### src/common/brg_pkg.sv
// constants shared by the serial rate generator and its leaves
// assumes one 40 MHz system clock standing in for the oscillator
`default_nettype none
package brg_pkg;
   // register addresses on the byte register port
   localparam logic [7:0] RX_CTRL_ADDR = 8'h18;
   localparam logic [7:0] TX_CTRL_ADDR = 8'h98;
   localparam logic [7:0] DIVISOR_ADDR = 8'h99;
   // transmit_status_control field positions
   localparam int TX_CLK_SRC_BIT = 7;
   localparam int TX_SYNC_BIT    = 4;
   localparam int TX_UNUSED_BIT  = 3;
   localparam int TX_HIGH_SPD_BIT = 2;
   localparam int TX_EMPTY_BIT   = 1;
   // receive_status_control: low three bits come from the receiver
   localparam int RX_STATUS_W    = 3;
   // reset values
   localparam logic [7:0] RX_CTRL_RST  = 8'h00;
   localparam logic [7:0] TX_CTRL_RST  = 8'h02;
   localparam logic [7:0] DIVISOR_RST  = 8'h00;
   // bits software may write
   localparam logic [7:0] TX_WR_MASK   = 8'hf5;
   localparam logic [7:0] RX_WR_MASK   = 8'hf8;
   // division ratios, divisor width and vote sample count
   localparam int QUARTER_DIV   = 4;
   localparam int POST_LOW_DIV  = 16;
   localparam int POST_HIGH_DIV = 4;
   localparam int RATE_W        = 8;
   localparam int VOTE_SAMPLES  = 3;
   // operating mode of the serial port
   typedef enum logic {MODE_ASYNC, MODE_SYNC} rate_mode_t;
endpackage : brg_pkg
`default_nettype wire

### src/common/brg_if.sv
// link between rate generator control and its reloadable timer
// assumes both ends share clock_i
`default_nettype none
interface brg_if #(parameter int W = 8);
   logic [W-1:0] divisor;   // reload value X
   logic         clear;     // restart count at zero
   logic         enable;    // quarter-rate count enable
   logic         tick;      // one-cycle overflow pulse
   logic [W-1:0] count;     // present count
   modport timer (input divisor, clear, enable, output tick, count);
   modport ctrl  (output divisor, clear, enable, input tick, count);
endinterface : brg_if
`default_nettype wire

### src/hw/rate_timer.sv
// free running reloadable rate timer, one tick every X+1 enables
// assumes enable and clear come from logic on clock_i
`default_nettype none
module rate_timer (
   input  wire logic clock_i,   // system clock
   input  wire logic rst_b_i,   // async reset, active low
   brg_if.timer      t          // control and tick
);
   logic [7:0] cnt_q, cnt_d;
   logic       tick_q, tick_d;
   logic       wrap;

   // count wraps when it meets the divisor
   assign wrap   = t.enable & (cnt_q == t.divisor);         // [RQ2]
   assign cnt_d  = t.clear ? 8'h00 :                        // [RQ10]
                   wrap    ? 8'h00 :
                   t.enable ? cnt_q + 8'h01 : cnt_q;
   assign tick_d = wrap & ~t.clear;                         // [RQ3]
   assign t.tick  = tick_q;
   assign t.count = cnt_q;

   // state registers
   always_ff @(posedge clock_i or negedge rst_b_i) begin
      if (!rst_b_i) begin
         cnt_q  <= 8'h00;
         tick_q <= 1'b0;
      end else begin
         cnt_q  <= cnt_d;
         tick_q <= tick_d;
      end
   end

   property p_period;
      @(posedge clock_i) disable iff (!rst_b_i)
      tick_q |-> $past(cnt_q) == $past(t.divisor);
   endproperty
   a_period: assert property (p_period) // [RQ3]
      else $error("timer ticked away from divisor");
endmodule : rate_timer
`default_nettype wire

### src/hw/rx_majority.sv
// three sample majority vote on the synchronised receive pin
// assumes pin_i is already in the clock_i domain
`default_nettype none
module rx_majority (
   input  wire logic clock_i,   // system clock
   input  wire logic rst_b_i,   // async reset, active low
   input  wire logic sample_i,  // take a sample this cycle
   input  wire logic pin_i,     // synchronised pin level
   output logic      level_o    // voted level
);
   logic [2:0] smp_q;
   logic       maj;

   // two of three decide; idle line reset high
   assign maj = (smp_q[0] & smp_q[1]) | (smp_q[1] & smp_q[2]) |
                (smp_q[0] & smp_q[2]);                      // [RQ11]

   always_ff @(posedge clock_i or negedge rst_b_i) begin
      if (!rst_b_i) begin
         smp_q   <= 3'h7;
         level_o <= 1'b1;
      end else begin
         if (sample_i) smp_q <= {smp_q[1:0], pin_i};
         level_o <= maj;
      end
   end

   property p_vote;
      @(posedge clock_i) disable iff (!rst_b_i)
      (smp_q inside {3'h3, 3'h5, 3'h6, 3'h7}) |=> level_o;
   endproperty
   a_vote: assert property (p_vote) // [RQ11]
      else $error("majority of ones not reported high");
endmodule : rx_majority
`default_nettype wire

### src/hw/rate_generator_top.sv
// serial port rate generator with receive pin sampler
// assumes a byte register port on clock_i and async transmit/receive
// neighbours that consume the ticks on the same clock
//
// Function
// [RQ1] one dedicated 8-bit generator serves async and sync modes
// [RQ2] divisor sets period of a free running 8-bit timer
// [RQ3] any divisor 0..255 accepted; divide term is X+1
// [RQ4] async low speed bit rate is clock / (64*(X+1))
// [RQ5] async high speed bit rate is clock / (16*(X+1))
// [RQ6] sync bit rate is clock / (4*(X+1))
// [RQ7] speed select sits at bit 2 of transmit control
// [RQ8] sync mode ignores speed select completely
// [RQ9] rates only generated as master with internal clock
// [RQ10] writing the divisor clears the timer at once
// [RQ11] receive pin decided by two of three samples
// [RQ12] software may prefer high speed for lower rate error
// [RQ13] transmit control bit 3 reads back zero
// [RQ14] sync bit, bit 4 of transmit control, selects mode
// [RQ15] async output runs 16 or 64 times the bit rate; rate_tick_o here runs 16 (low speed) or 4 (high speed) times
// [RQ16] timer counts at quarter clock, ticks every X+1 counts
// [RQ17] sync slave mode does not shift on generator ticks
//
// Our own choice: the address-and-strobe port.
`default_nettype none
module rate_generator_top
   import brg_pkg::*;
#(
   parameter int DIV_W = brg_pkg::RATE_W  // divisor width
) (
   input  wire logic        clock_i,      // 40 MHz system clock
   input  wire logic        rst_b_i,      // async reset, active low
   input  wire logic [7:0]  addr_i,       // register address
   input  wire logic [7:0]  wr_data_i,    // register write data
   input  wire logic        wr_i,         // write strobe
   input  wire logic        rd_i,         // read strobe
   output logic      [7:0]  rd_data_o,    // read data, cycle after rd_i
   input  wire logic        tx_empty_i,   // transmit shifter empty
   input  wire logic [2:0]  rx_status_i,  // receiver status bits
   input  wire logic        rx_pin_i,     // receive data pin
   output logic             rate_tick_o,  // oversample tick pulse
   output logic             bit_tick_o,   // bit shift tick pulse
   output logic             rx_level_o,   // voted receive level
   output logic      [7:0]  tx_ctrl_o,    // transmit control bits
   output logic      [7:0]  rx_ctrl_o     // receive control bits
);
   import brg_pkg::*;

   // the timer and its width checks are fixed at eight bits
   if (DIV_W != RATE_W) begin : g_bad_width
      $error("rate divisor width must be eight");
   end

   brg_if #(.W(DIV_W)) tif ();

   // register storage
   logic [7:0] tx_ctrl_q, tx_ctrl_d;
   logic [7:0] rx_ctrl_q, rx_ctrl_d;
   logic [7:0] divisor_q, divisor_d;
   logic [7:0] rd_data_d;

   // address decode
   logic sel_tx, sel_rx, sel_div;
   logic wr_tx, wr_rx, wr_div;
   assign sel_tx  = (addr_i == TX_CTRL_ADDR);
   assign sel_rx  = (addr_i == RX_CTRL_ADDR);
   assign sel_div = (addr_i == DIVISOR_ADDR);
   assign wr_tx   = wr_i & sel_tx;
   assign wr_rx   = wr_i & sel_rx;
   assign wr_div  = wr_i & sel_div;

   // only writable fields take the data; the rest keep their value
   assign tx_ctrl_d = wr_tx ?
      ((wr_data_i & TX_WR_MASK) | (tx_ctrl_q & ~TX_WR_MASK)) :
      tx_ctrl_q;
   assign rx_ctrl_d = wr_rx ?
      ((wr_data_i & RX_WR_MASK) | (rx_ctrl_q & ~RX_WR_MASK)) :
      rx_ctrl_q;
   assign divisor_d = wr_div ? wr_data_i : divisor_q;       // [RQ3]

   // read views: live status merged over stored control bits
   logic [7:0] tx_view, rx_view;
   always_comb begin
      tx_view = tx_ctrl_q & TX_WR_MASK;
      tx_view[TX_UNUSED_BIT] = 1'b0;                        // [RQ13]
      tx_view[TX_EMPTY_BIT]  = tx_empty_i;
      rx_view = rx_ctrl_q & RX_WR_MASK;
      rx_view[RX_STATUS_W-1:0] = rx_status_i;
   end

   // unmapped addresses read zero; data only in the cycle after rd_i
   assign rd_data_d = !rd_i   ? 8'h00 :
                      sel_tx  ? tx_view :
                      sel_rx  ? rx_view :
                      sel_div ? divisor_q : 8'h00;

   // register file
   always_ff @(posedge clock_i or negedge rst_b_i) begin
      if (!rst_b_i) begin
         tx_ctrl_q <= TX_CTRL_RST;
         rx_ctrl_q <= RX_CTRL_RST;
         divisor_q <= DIVISOR_RST;
         rd_data_o <= 8'h00;
      end else begin
         tx_ctrl_q <= tx_ctrl_d;
         rx_ctrl_q <= rx_ctrl_d;
         divisor_q <= divisor_d;
         rd_data_o <= rd_data_d;
      end
   end

   // mode decode from transmit control
   rate_mode_t mode;
   logic       high_speed_select;
   logic       clock_source_select;
   logic       master;
   assign mode = tx_ctrl_q[TX_SYNC_BIT] ? MODE_SYNC : MODE_ASYNC; // [RQ14]
   // speed select only matters in async mode
   assign high_speed_select = (mode == MODE_ASYNC) &
                              tx_ctrl_q[TX_HIGH_SPD_BIT];   // [RQ7] [RQ8]
   assign clock_source_select = tx_ctrl_q[TX_CLK_SRC_BIT];
   // async always uses the internal rate; sync only as clock master
   assign master = (mode == MODE_ASYNC) | clock_source_select; // [RQ9]

   // quarter-clock enable feeding the timer
   logic [1:0] quarter_q, quarter_d;
   logic       quarter_en;
   assign quarter_en = (quarter_q == 2'(QUARTER_DIV - 1));  // [RQ16]
   // a divisor write restarts the whole chain so the new rate starts clean
   assign quarter_d  = (wr_div | quarter_en) ? 2'h0 : quarter_q + 2'h1;

   always_ff @(posedge clock_i or negedge rst_b_i) begin
      if (!rst_b_i) quarter_q <= 2'h0;
      else          quarter_q <= quarter_d;
   end

   // one shared timer serves every mode
   assign tif.divisor = divisor_q;                          // [RQ1] [RQ2]
   assign tif.clear   = wr_div;                             // [RQ10]
   assign tif.enable  = quarter_en;

   rate_timer u_timer (
      .clock_i (clock_i),
      .rst_b_i (rst_b_i),
      .t       (tif.timer)
   );

   // post divider: 16 for low speed, 4 for high speed, async only
   logic [3:0] post_q, post_d;
   logic [3:0] post_last;
   logic       post_hit;
   assign post_last = high_speed_select ? 4'(POST_HIGH_DIV - 1)
                                        : 4'(POST_LOW_DIV - 1); // [RQ4] [RQ5]
   assign post_hit  = tif.tick & (post_q >= post_last);
   assign post_d    = wr_div   ? 4'h0 :
                      post_hit ? 4'h0 :
                      tif.tick ? post_q + 4'h1 : post_q;

   always_ff @(posedge clock_i or negedge rst_b_i) begin
      if (!rst_b_i) post_q <= 4'h0;
      else          post_q <= post_d;
   end

   // tick outputs: the timer tick is the oversample clock, the bit tick
   // is the post divided one in async and the timer tick itself in sync
   logic rate_tick_d, bit_tick_d;
   assign rate_tick_d = tif.tick & master;                  // [RQ15]
   assign bit_tick_d  = master & ((mode == MODE_SYNC) ? tif.tick
                                                     : post_hit); // [RQ6] [RQ17]

   always_ff @(posedge clock_i or negedge rst_b_i) begin
      if (!rst_b_i) begin
         rate_tick_o <= 1'b0;
         bit_tick_o  <= 1'b0;
         tx_ctrl_o   <= TX_CTRL_RST & TX_WR_MASK;
         rx_ctrl_o   <= RX_CTRL_RST & RX_WR_MASK;
      end else begin
         rate_tick_o <= rate_tick_d;
         bit_tick_o  <= bit_tick_d;
         tx_ctrl_o   <= tx_ctrl_q & TX_WR_MASK;
         rx_ctrl_o   <= rx_ctrl_q & RX_WR_MASK;
      end
   end

   // receive pin crosses in through two flops before the vote
   logic rx_meta_q, rx_sync_q;
   always_ff @(posedge clock_i or negedge rst_b_i) begin
      if (!rst_b_i) begin
         rx_meta_q <= 1'b1;
         rx_sync_q <= 1'b1;
      end else begin
         rx_meta_q <= rx_pin_i;
         rx_sync_q <= rx_meta_q;
      end
   end

   // samples are taken at the quarter rate, fast against any async bit time
   rx_majority u_vote (
      .clock_i  (clock_i),
      .rst_b_i  (rst_b_i),
      .sample_i (quarter_en),                               // [RQ11]
      .pin_i    (rx_sync_q),
      .level_o  (rx_level_o)
   );

   // checks

   property p_div_clear;
      @(posedge clock_i) disable iff (!rst_b_i)
      wr_div |=> (tif.count == 8'h00) && !tif.tick;
   endproperty
   a_div_clear: assert property (p_div_clear) // [RQ10]
      else $error("divisor write did not clear timer");

   property p_bit3_zero;
      @(posedge clock_i) disable iff (!rst_b_i)
      (rd_i && sel_tx) |=> (rd_data_o[TX_UNUSED_BIT] == 1'b0);
   endproperty
   a_bit3_zero: assert property (p_bit3_zero) // [RQ13]
      else $error("unused transmit control bit read as one");

   property p_slave_quiet;
      @(posedge clock_i) disable iff (!rst_b_i)
      (tx_ctrl_q[TX_SYNC_BIT] && !tx_ctrl_q[TX_CLK_SRC_BIT])
         |=> !bit_tick_o && !rate_tick_o;
   endproperty
   a_slave_quiet: assert property (p_slave_quiet) // [RQ17] [RQ9]
      else $error("tick in sync slave mode");

   property p_sync_rate;
      @(posedge clock_i) disable iff (!rst_b_i)
      (tx_ctrl_q[TX_SYNC_BIT] && tx_ctrl_q[TX_CLK_SRC_BIT] && tif.tick)
         |=> bit_tick_o;
   endproperty
   a_sync_rate: assert property (p_sync_rate) // [RQ6] [RQ8]
      else $error("sync bit tick missing");

   property p_async_low;
      @(posedge clock_i) disable iff (!rst_b_i)
      (!tx_ctrl_q[TX_SYNC_BIT] && !tx_ctrl_q[TX_HIGH_SPD_BIT] &&
       tif.tick && post_q == 4'hf) |=> bit_tick_o;
   endproperty
   a_async_low: assert property (p_async_low) // [RQ4]
      else $error("low speed bit tick missing");

   property p_async_high;
      @(posedge clock_i) disable iff (!rst_b_i)
      (!tx_ctrl_q[TX_SYNC_BIT] && tx_ctrl_q[TX_HIGH_SPD_BIT] &&
       tif.tick && post_q == 4'h3) |=> bit_tick_o;
   endproperty
   a_async_high: assert property (p_async_high) // [RQ5]
      else $error("high speed bit tick missing");

   property p_bit_from_timer;
      @(posedge clock_i) disable iff (!rst_b_i)
      bit_tick_o |-> $past(tif.tick);
   endproperty
   a_bit_from_timer: assert property (p_bit_from_timer) // [RQ2]
      else $error("bit tick without timer overflow");

   property p_quarter;
      @(posedge clock_i) disable iff (!rst_b_i)
      (quarter_en && !wr_div) |=> !quarter_en [*3];
   endproperty
   a_quarter: assert property (p_quarter) // [RQ16]
      else $error("quarter enable too frequent");

   property p_async_spacing;
      @(posedge clock_i) disable iff (!rst_b_i)
      (bit_tick_o && !tx_ctrl_q[TX_SYNC_BIT]) |=> !bit_tick_o [*8];
   endproperty
   a_async_spacing: assert property (p_async_spacing) // [RQ15]
      else $error("async bit ticks too close");

   // register port: a divisor write lands whole and reads back next cycle
   property p_div_write;
      @(posedge clock_i) disable iff (!rst_b_i)
      wr_div |=> (divisor_q == $past(wr_data_i));
   endproperty
   a_div_write: assert property (p_div_write) // [RQ3]
      else $error("divisor write did not land");

   property p_div_read;
      @(posedge clock_i) disable iff (!rst_b_i)
      (rd_i && sel_div) |=> (rd_data_o == $past(divisor_q));
   endproperty
   a_div_read: assert property (p_div_read) // [RQ3]
      else $error("divisor read back wrong");

   // the mode bit reaches the neighbours two edges after the write
   property p_mode_out;
      @(posedge clock_i) disable iff (!rst_b_i)
      wr_tx |=> ##1 (tx_ctrl_o[TX_SYNC_BIT] ==
                     $past(wr_data_i[TX_SYNC_BIT], 2));
   endproperty
   a_mode_out: assert property (p_mode_out) // [RQ14]
      else $error("sync mode bit not passed on");

   property p_rate_master;
      @(posedge clock_i) disable iff (!rst_b_i)
      rate_tick_o |-> ($past(tif.tick) && $past(master));
   endproperty
   a_rate_master: assert property (p_rate_master) // [RQ9]
      else $error("rate tick while not clock master");

   // the timer cannot tick faster than the quarter clock allows
   property p_timer_gap;
      @(posedge clock_i) disable iff (!rst_b_i)
      tif.tick |=> !tif.tick [*3];
   endproperty
   a_timer_gap: assert property (p_timer_gap) // [RQ16]
      else $error("timer ticks closer than four clocks");

   property p_sync_same;
      @(posedge clock_i) disable iff (!rst_b_i)
      (tx_ctrl_q[TX_SYNC_BIT] && tx_ctrl_q[TX_CLK_SRC_BIT])
         |=> (bit_tick_o == rate_tick_o);
   endproperty
   a_sync_same: assert property (p_sync_same) // [RQ8]
      else $error("sync bit tick depends on speed select");

   property p_sync_idle;
      @(posedge clock_i) disable iff (!rst_b_i)
      (tx_ctrl_q[TX_SYNC_BIT] && tx_ctrl_q[TX_CLK_SRC_BIT] && !tif.tick)
         |=> !bit_tick_o;
   endproperty
   a_sync_idle: assert property (p_sync_idle) // [RQ6]
      else $error("sync bit tick without timer tick");

   property p_low_gap;
      @(posedge clock_i) disable iff (!rst_b_i)
      (!tx_ctrl_q[TX_SYNC_BIT] && !tx_ctrl_q[TX_HIGH_SPD_BIT] &&
       tif.tick && post_q != 4'hf) |=> !bit_tick_o;
   endproperty
   a_low_gap: assert property (p_low_gap) // [RQ4]
      else $error("low speed bit tick too early");

   property p_high_gap;
      @(posedge clock_i) disable iff (!rst_b_i)
      (!tx_ctrl_q[TX_SYNC_BIT] && tx_ctrl_q[TX_HIGH_SPD_BIT] &&
       tif.tick && post_q < 4'h3) |=> !bit_tick_o;
   endproperty
   a_high_gap: assert property (p_high_gap) // [RQ5]
      else $error("high speed bit tick too early");
endmodule : rate_generator_top
`default_nettype wire

### config.mk
export PLATFORM = sky130hd
export DESIGN_NAME = rate_generator_top
export DESIGN_NICKNAME = d
export VERILOG_FILES = /design/src/common/brg_pkg.sv /design/src/common/brg_if.sv /design/src/hw/rate_timer.sv /design/src/hw/rx_majority.sv /design/src/hw/rate_generator_top.sv
export SDC_FILE = /design/constraint.sdc
export NUM_CORES = 1
export LEC_CHECK = 0
export BUFFER_PORTS_ARGS = -buffer_cell sky130_fd_sc_hd__buf_2
export CORE_ASPECT_RATIO = 1.1
export CORE_MARGIN = 5
export CORE_UTILIZATION = 51
export CTS_BUF_LIST = sky130_fd_sc_hd__clkbuf_8 sky130_fd_sc_hd__clkbuf_16
export CTS_CLUSTER_DIAMETER = 50
export DETAILED_ROUTE_END_ITERATION = 7
export PLACE_DENSITY = 0.71
export SETUP_SLACK_MARGIN = 0.15
export SLEW_MARGIN = 20
export SYNTH_ARGS = -nofsm -noshare
export SYNTH_HDL_FRONTEND = slang
export SYNTH_HIERARCHICAL = 1
export SYNTH_SLANG_ARGS = --single-unit
### constraint.sdc
create_clock -name clock_i -period 2.1 [get_ports clock_i]
set_input_delay 0.315 -clock clock_i [delete_from_list [all_inputs] [get_ports clock_i]]
set_output_delay 0.315 -clock clock_i [all_outputs]
set_load 0.005 [all_outputs]
==> summary.txt <==
Place
  • Post-DP HPWL: 3450 um
  • DP Worst Slack: -0.0533 ns
  • IO buf count: 46
  • Final GP Congestion: 0.851

CTS
  • Reg clk slew, reported paths: 0.07 ns
  • Clk_lat worst skew: 0.34 ns
  • H-tree depth: 3
  • TritonCTS Buffers: 9
  • CTS sink cnt: 61
  • Clock root buffer: clkbuf_8
  • Resize count post-CTS: 0
  • Clk buf depth: 2
  • CTS tree: yes
  • Post-CTS Setup Inserts: 0

Global route
  • Largest net degree at the start of global routing: 62
  • Met3 usage: 3.93%
  • Global-route wire length before repair: 8390 um
  • Met2 GRT Util: 24.9%
  • Vias in the first global route: 1754
  • Gr ovfl total: 0
  • Top Usage Layer GRT: met2
  • Total GRT Usage: 16.5%
  • Met1 Usage GRT: 21.6%
  • Initial antenna violation count: 0

Min path
  • Worst Hold End: rx_meta_q
  • Hold_sp: rx_pin_i
  • Hold Path Depth: 1
  • Min-Delay Path Class: in2reg

Floorplanning
  • IO Count: 52
  • Die area: 6670 um2
  • Row cnt: 27
  • Core area: 5000 um2
  • Die width: 78.3 um
  • Initial Utilization: 52.4%
  • Die Y: 85.2 um

Logic synthesis
  • Most area-consuming cells after synthesis: dfrtp_1, mux2_2, dfstp_2
  • Dominant synthesized flop cell: dfrtp_1
  • Share of the synthesized area in the top cell type: 52.6%
  • Seq/Total Area, Yosys: 58.6%
  • Synth cell types: 45
  • FFs w/ async S/R, synth: 100%
  • Synth area leader: dfrtp_1
  • Yosys reg bits: 61
  • Avg Cell Area, Syn: 13.4 um2
  • Synth warn: 6
  • Syn Inst Count: 195
  • Syn Std Cell Area: 2620 um2
  • EDFF count, synth: 0

Critical path
  • RR Endpoint: post_q[3]
  • Worst reg2reg path depth: 5
  • Critical Path AT: 2.04 ns
  • Crit. End Element: flop
  • Crit-path cells: buf_2, or4b_4, nor3b_4, and4_1, buf_4, mux2_2
  • Setup crit start kind: input pin
  • Worst EP required: 2.32 ns
  • Worst path slowest cell: or4b_4
  • Max stage delay on crit path: 0.54 ns
  • Crit-path max FO: 8
  • Critical path launch point: addr_i[2]
  • Worst reg2reg path startpoint: post_q[0]
  • R2r setup slk: 0.59 ns
  • Setup Crit Path Kind: in2reg

Pwr
  • Pwr dens: 928 nW/um2
  • VDD IR max: 651 uV
  • Switching Power: 0.000760 W
  • Sw Share: 26.0%
  • Sequential share of power: 48.3%
  • Clock share of power: 39.3%
  • Leakage: 1.55 nW
  • Combinational power share: 12.4%
  • P_int: 0.00216 W

Drt
  • DR iter-0 viols: 107
  • Via count of the routed design: 1674
  • DRC: 0
  • Drt pass-1 iters: 4
  • Total routed wirelength: 4920 um
  • Post-detailed-route count of antenna-violating nets: 0
  • Routed WL per cell: 15.6 um
  • DR vias/cell: 5.30

Timing
  • RSZ-0062 raised after global routing: false
  • Final hold violations: 0
  • Clk_skew: 0.00681 ns
  • Fin crit period: 1.82 ns
  • Max Freq: 0.550 GHz
  • Worst setup margin: 0.281 ns
  • Final period util: 86.6%
  • Max-slew violations: 0
  • Setup_tns: 0 ns
  • Setup violations, final: 0

Layout
  • Nets: 281
  • Antenna diodes: 0
  • Filler cell count: 412
  • P&R area growth vs syn: 20.3%
  • Layout cells sized above 1: 41.5%

Run
  • Max_cap viols: 0

Status
  • Status: finished clean
[Yosys cell counts, types with 2 or more instances]
cell type  instances
mux2_2            19
o21ai_0            5
mux2i_1            7
mux2_4             3
nand4_1            2
nand3_1            3
xor2_1             4
nor3_1            10
buf_4              7
nand2_1            9
nor3b_1            2
ha_1               3
o2bb2ai_1          7
a31oi_1            2
dfstp_2            6
buf_6              2
inv_1              3
nor2_1             5
dfrtp_1           55
xnor2_1           11
nand2b_1           2
a21oi_1            5
[sequential cells by signal, summed over array words and instances, names as in the netlist]
name	flops
u_vote/smp_q	3
bit_tick_o	1
rx_sync_q	1
tx_ctrl_o	6
u_timer/t.tick	1
u_vote/level_o	1
rx_meta_q	1
quarter_q	2
rate_tick_o	1
u_timer/t.count	8
tx_ctrl_q	6
rx_ctrl_q	5
rd_data_o	8
rx_ctrl_o	5
post_q	4
divisor_q	8
[routing by layer]
| metal | routed length (um) | vias to the layer above |
|---|---|---|
| met3 | 241 | 12 |
| li1 | - | 804 |
| met5 | 0 | - |
| met1 | 2270 | 822 |
| met2 | 2260 | 36 |
| met4 | 140 | 0 |
[power by group through the flow]
stage,clock (W),sequential [W],combinational [W]
final,0.00115,0.00141,0.000363
after global placement,0,0.00142,0.000357
after CTS,0.00118,0.00141,0.000368
after floorplan,0,0.00140,0.000257
after global routing,0.00124,0.00143,0.000413
after detailed placement,0,0.00143,0.000366
[critical path: cells and delay by family]
| family | cells | cell delay (ns) |
|---|---|---|
| multiplexers | 1 | 0.34 |
| AND/OR/NAND/NOR | 3 | 1.07 |
| buffers and inverters | 2 | 0.32 |
[layout make-up]
class / instances / area [um2] / area share [%]
multi-input cells: 123 / 996 / 31.6
clock inverters: 6 / 86.3 / 2.74
inverters: 3 / 11.3 / 0.357
repair buffers: 55 / 313 / 9.93
flip-flops and latches: 61 / 1530 / 48.7
well taps: 58 / 72.6 / 2.30
clock buffers: 10 / 138 / 4.37
[timing repair]
action	CTS	global route
endpoints found under the setup margin	0	0
hold buffers	1	0
endpoints found under the hold margin	55	0
[worst max path at each step]
stage                              end  slack (ns)
floorplan           u_timer/t.count[3]       -0.05
global placement          divisor_q[0]       -0.03
detailed placement        divisor_q[2]       -0.05
CTS                       divisor_q[0]        0.30
global route        u_timer/t.count[6]        0.17
finish                    divisor_q[0]        0.28
[layout by cell type, fill, tap and decap left out, types with 2 or more instances in the layout]
| master | synthesis | final |
|---|---|---|
| dfrtp_1 | 55 | 55 |
| buf_2 | 0 | 46 |
| mux2_2 | 19 | 19 |
| xnor2_1 | 11 | 11 |
| nor3_1 | 10 | 10 |
| clkbuf_8 | 0 | 10 |
| nand2_1 | 9 | 9 |
| mux2i_1 | 7 | 7 |
| o2bb2ai_1 | 7 | 7 |
| buf_4 | 7 | 7 |
| dfstp_2 | 6 | 6 |
| nor2_1 | 5 | 5 |
| a21oi_1 | 5 | 5 |
| conb_1 | 1 | 5 |
| o21ai_0 | 5 | 4 |
| xor2_1 | 4 | 4 |
| nand3_1 | 3 | 3 |
| inv_1 | 3 | 3 |
| mux2_4 | 3 | 3 |
| ha_1 | 3 | 3 |
| nor3b_1 | 2 | 2 |
| a31oi_1 | 2 | 2 |
| nand4_1 | 2 | 2 |
| bufinv_16 | 0 | 2 |
| clkinv_2 | 0 | 2 |
| nand2b_1 | 2 | 2 |
[through the flow]
stage                     power, W  area (um2)  hold WS, ns  cells  utilization, %
after global placement     0.00178        2920        0.342    299            58.3
after detailed placement   0.00179        2920        0.346    299            58.3
after global routing       0.00308        3150       0.0515    316            63.0
after floorplan            0.00166        2650       0.0194    199               -
final                      0.00292        3150       0.0744    316            63.0
after CTS                  0.00296        3150       0.0578    316            63.0
[kinds of logic after synthesis]
logic type               Yosys count  synth area share [%]
AO/OA/AOI/OAI                     23                  6.31
AND/OR/NAND/NOR                   47                  11.2
adder cells (fa/ha/maj)            4                  1.86
buffers and inverters             15                  4.35
multiplexers                      29                  12.6
other                              1                 0.143
flip-flops                        61                  58.6
XOR/XNOR                          15                  5.02
No activity file was read; power rests on OpenSTA's default activity.
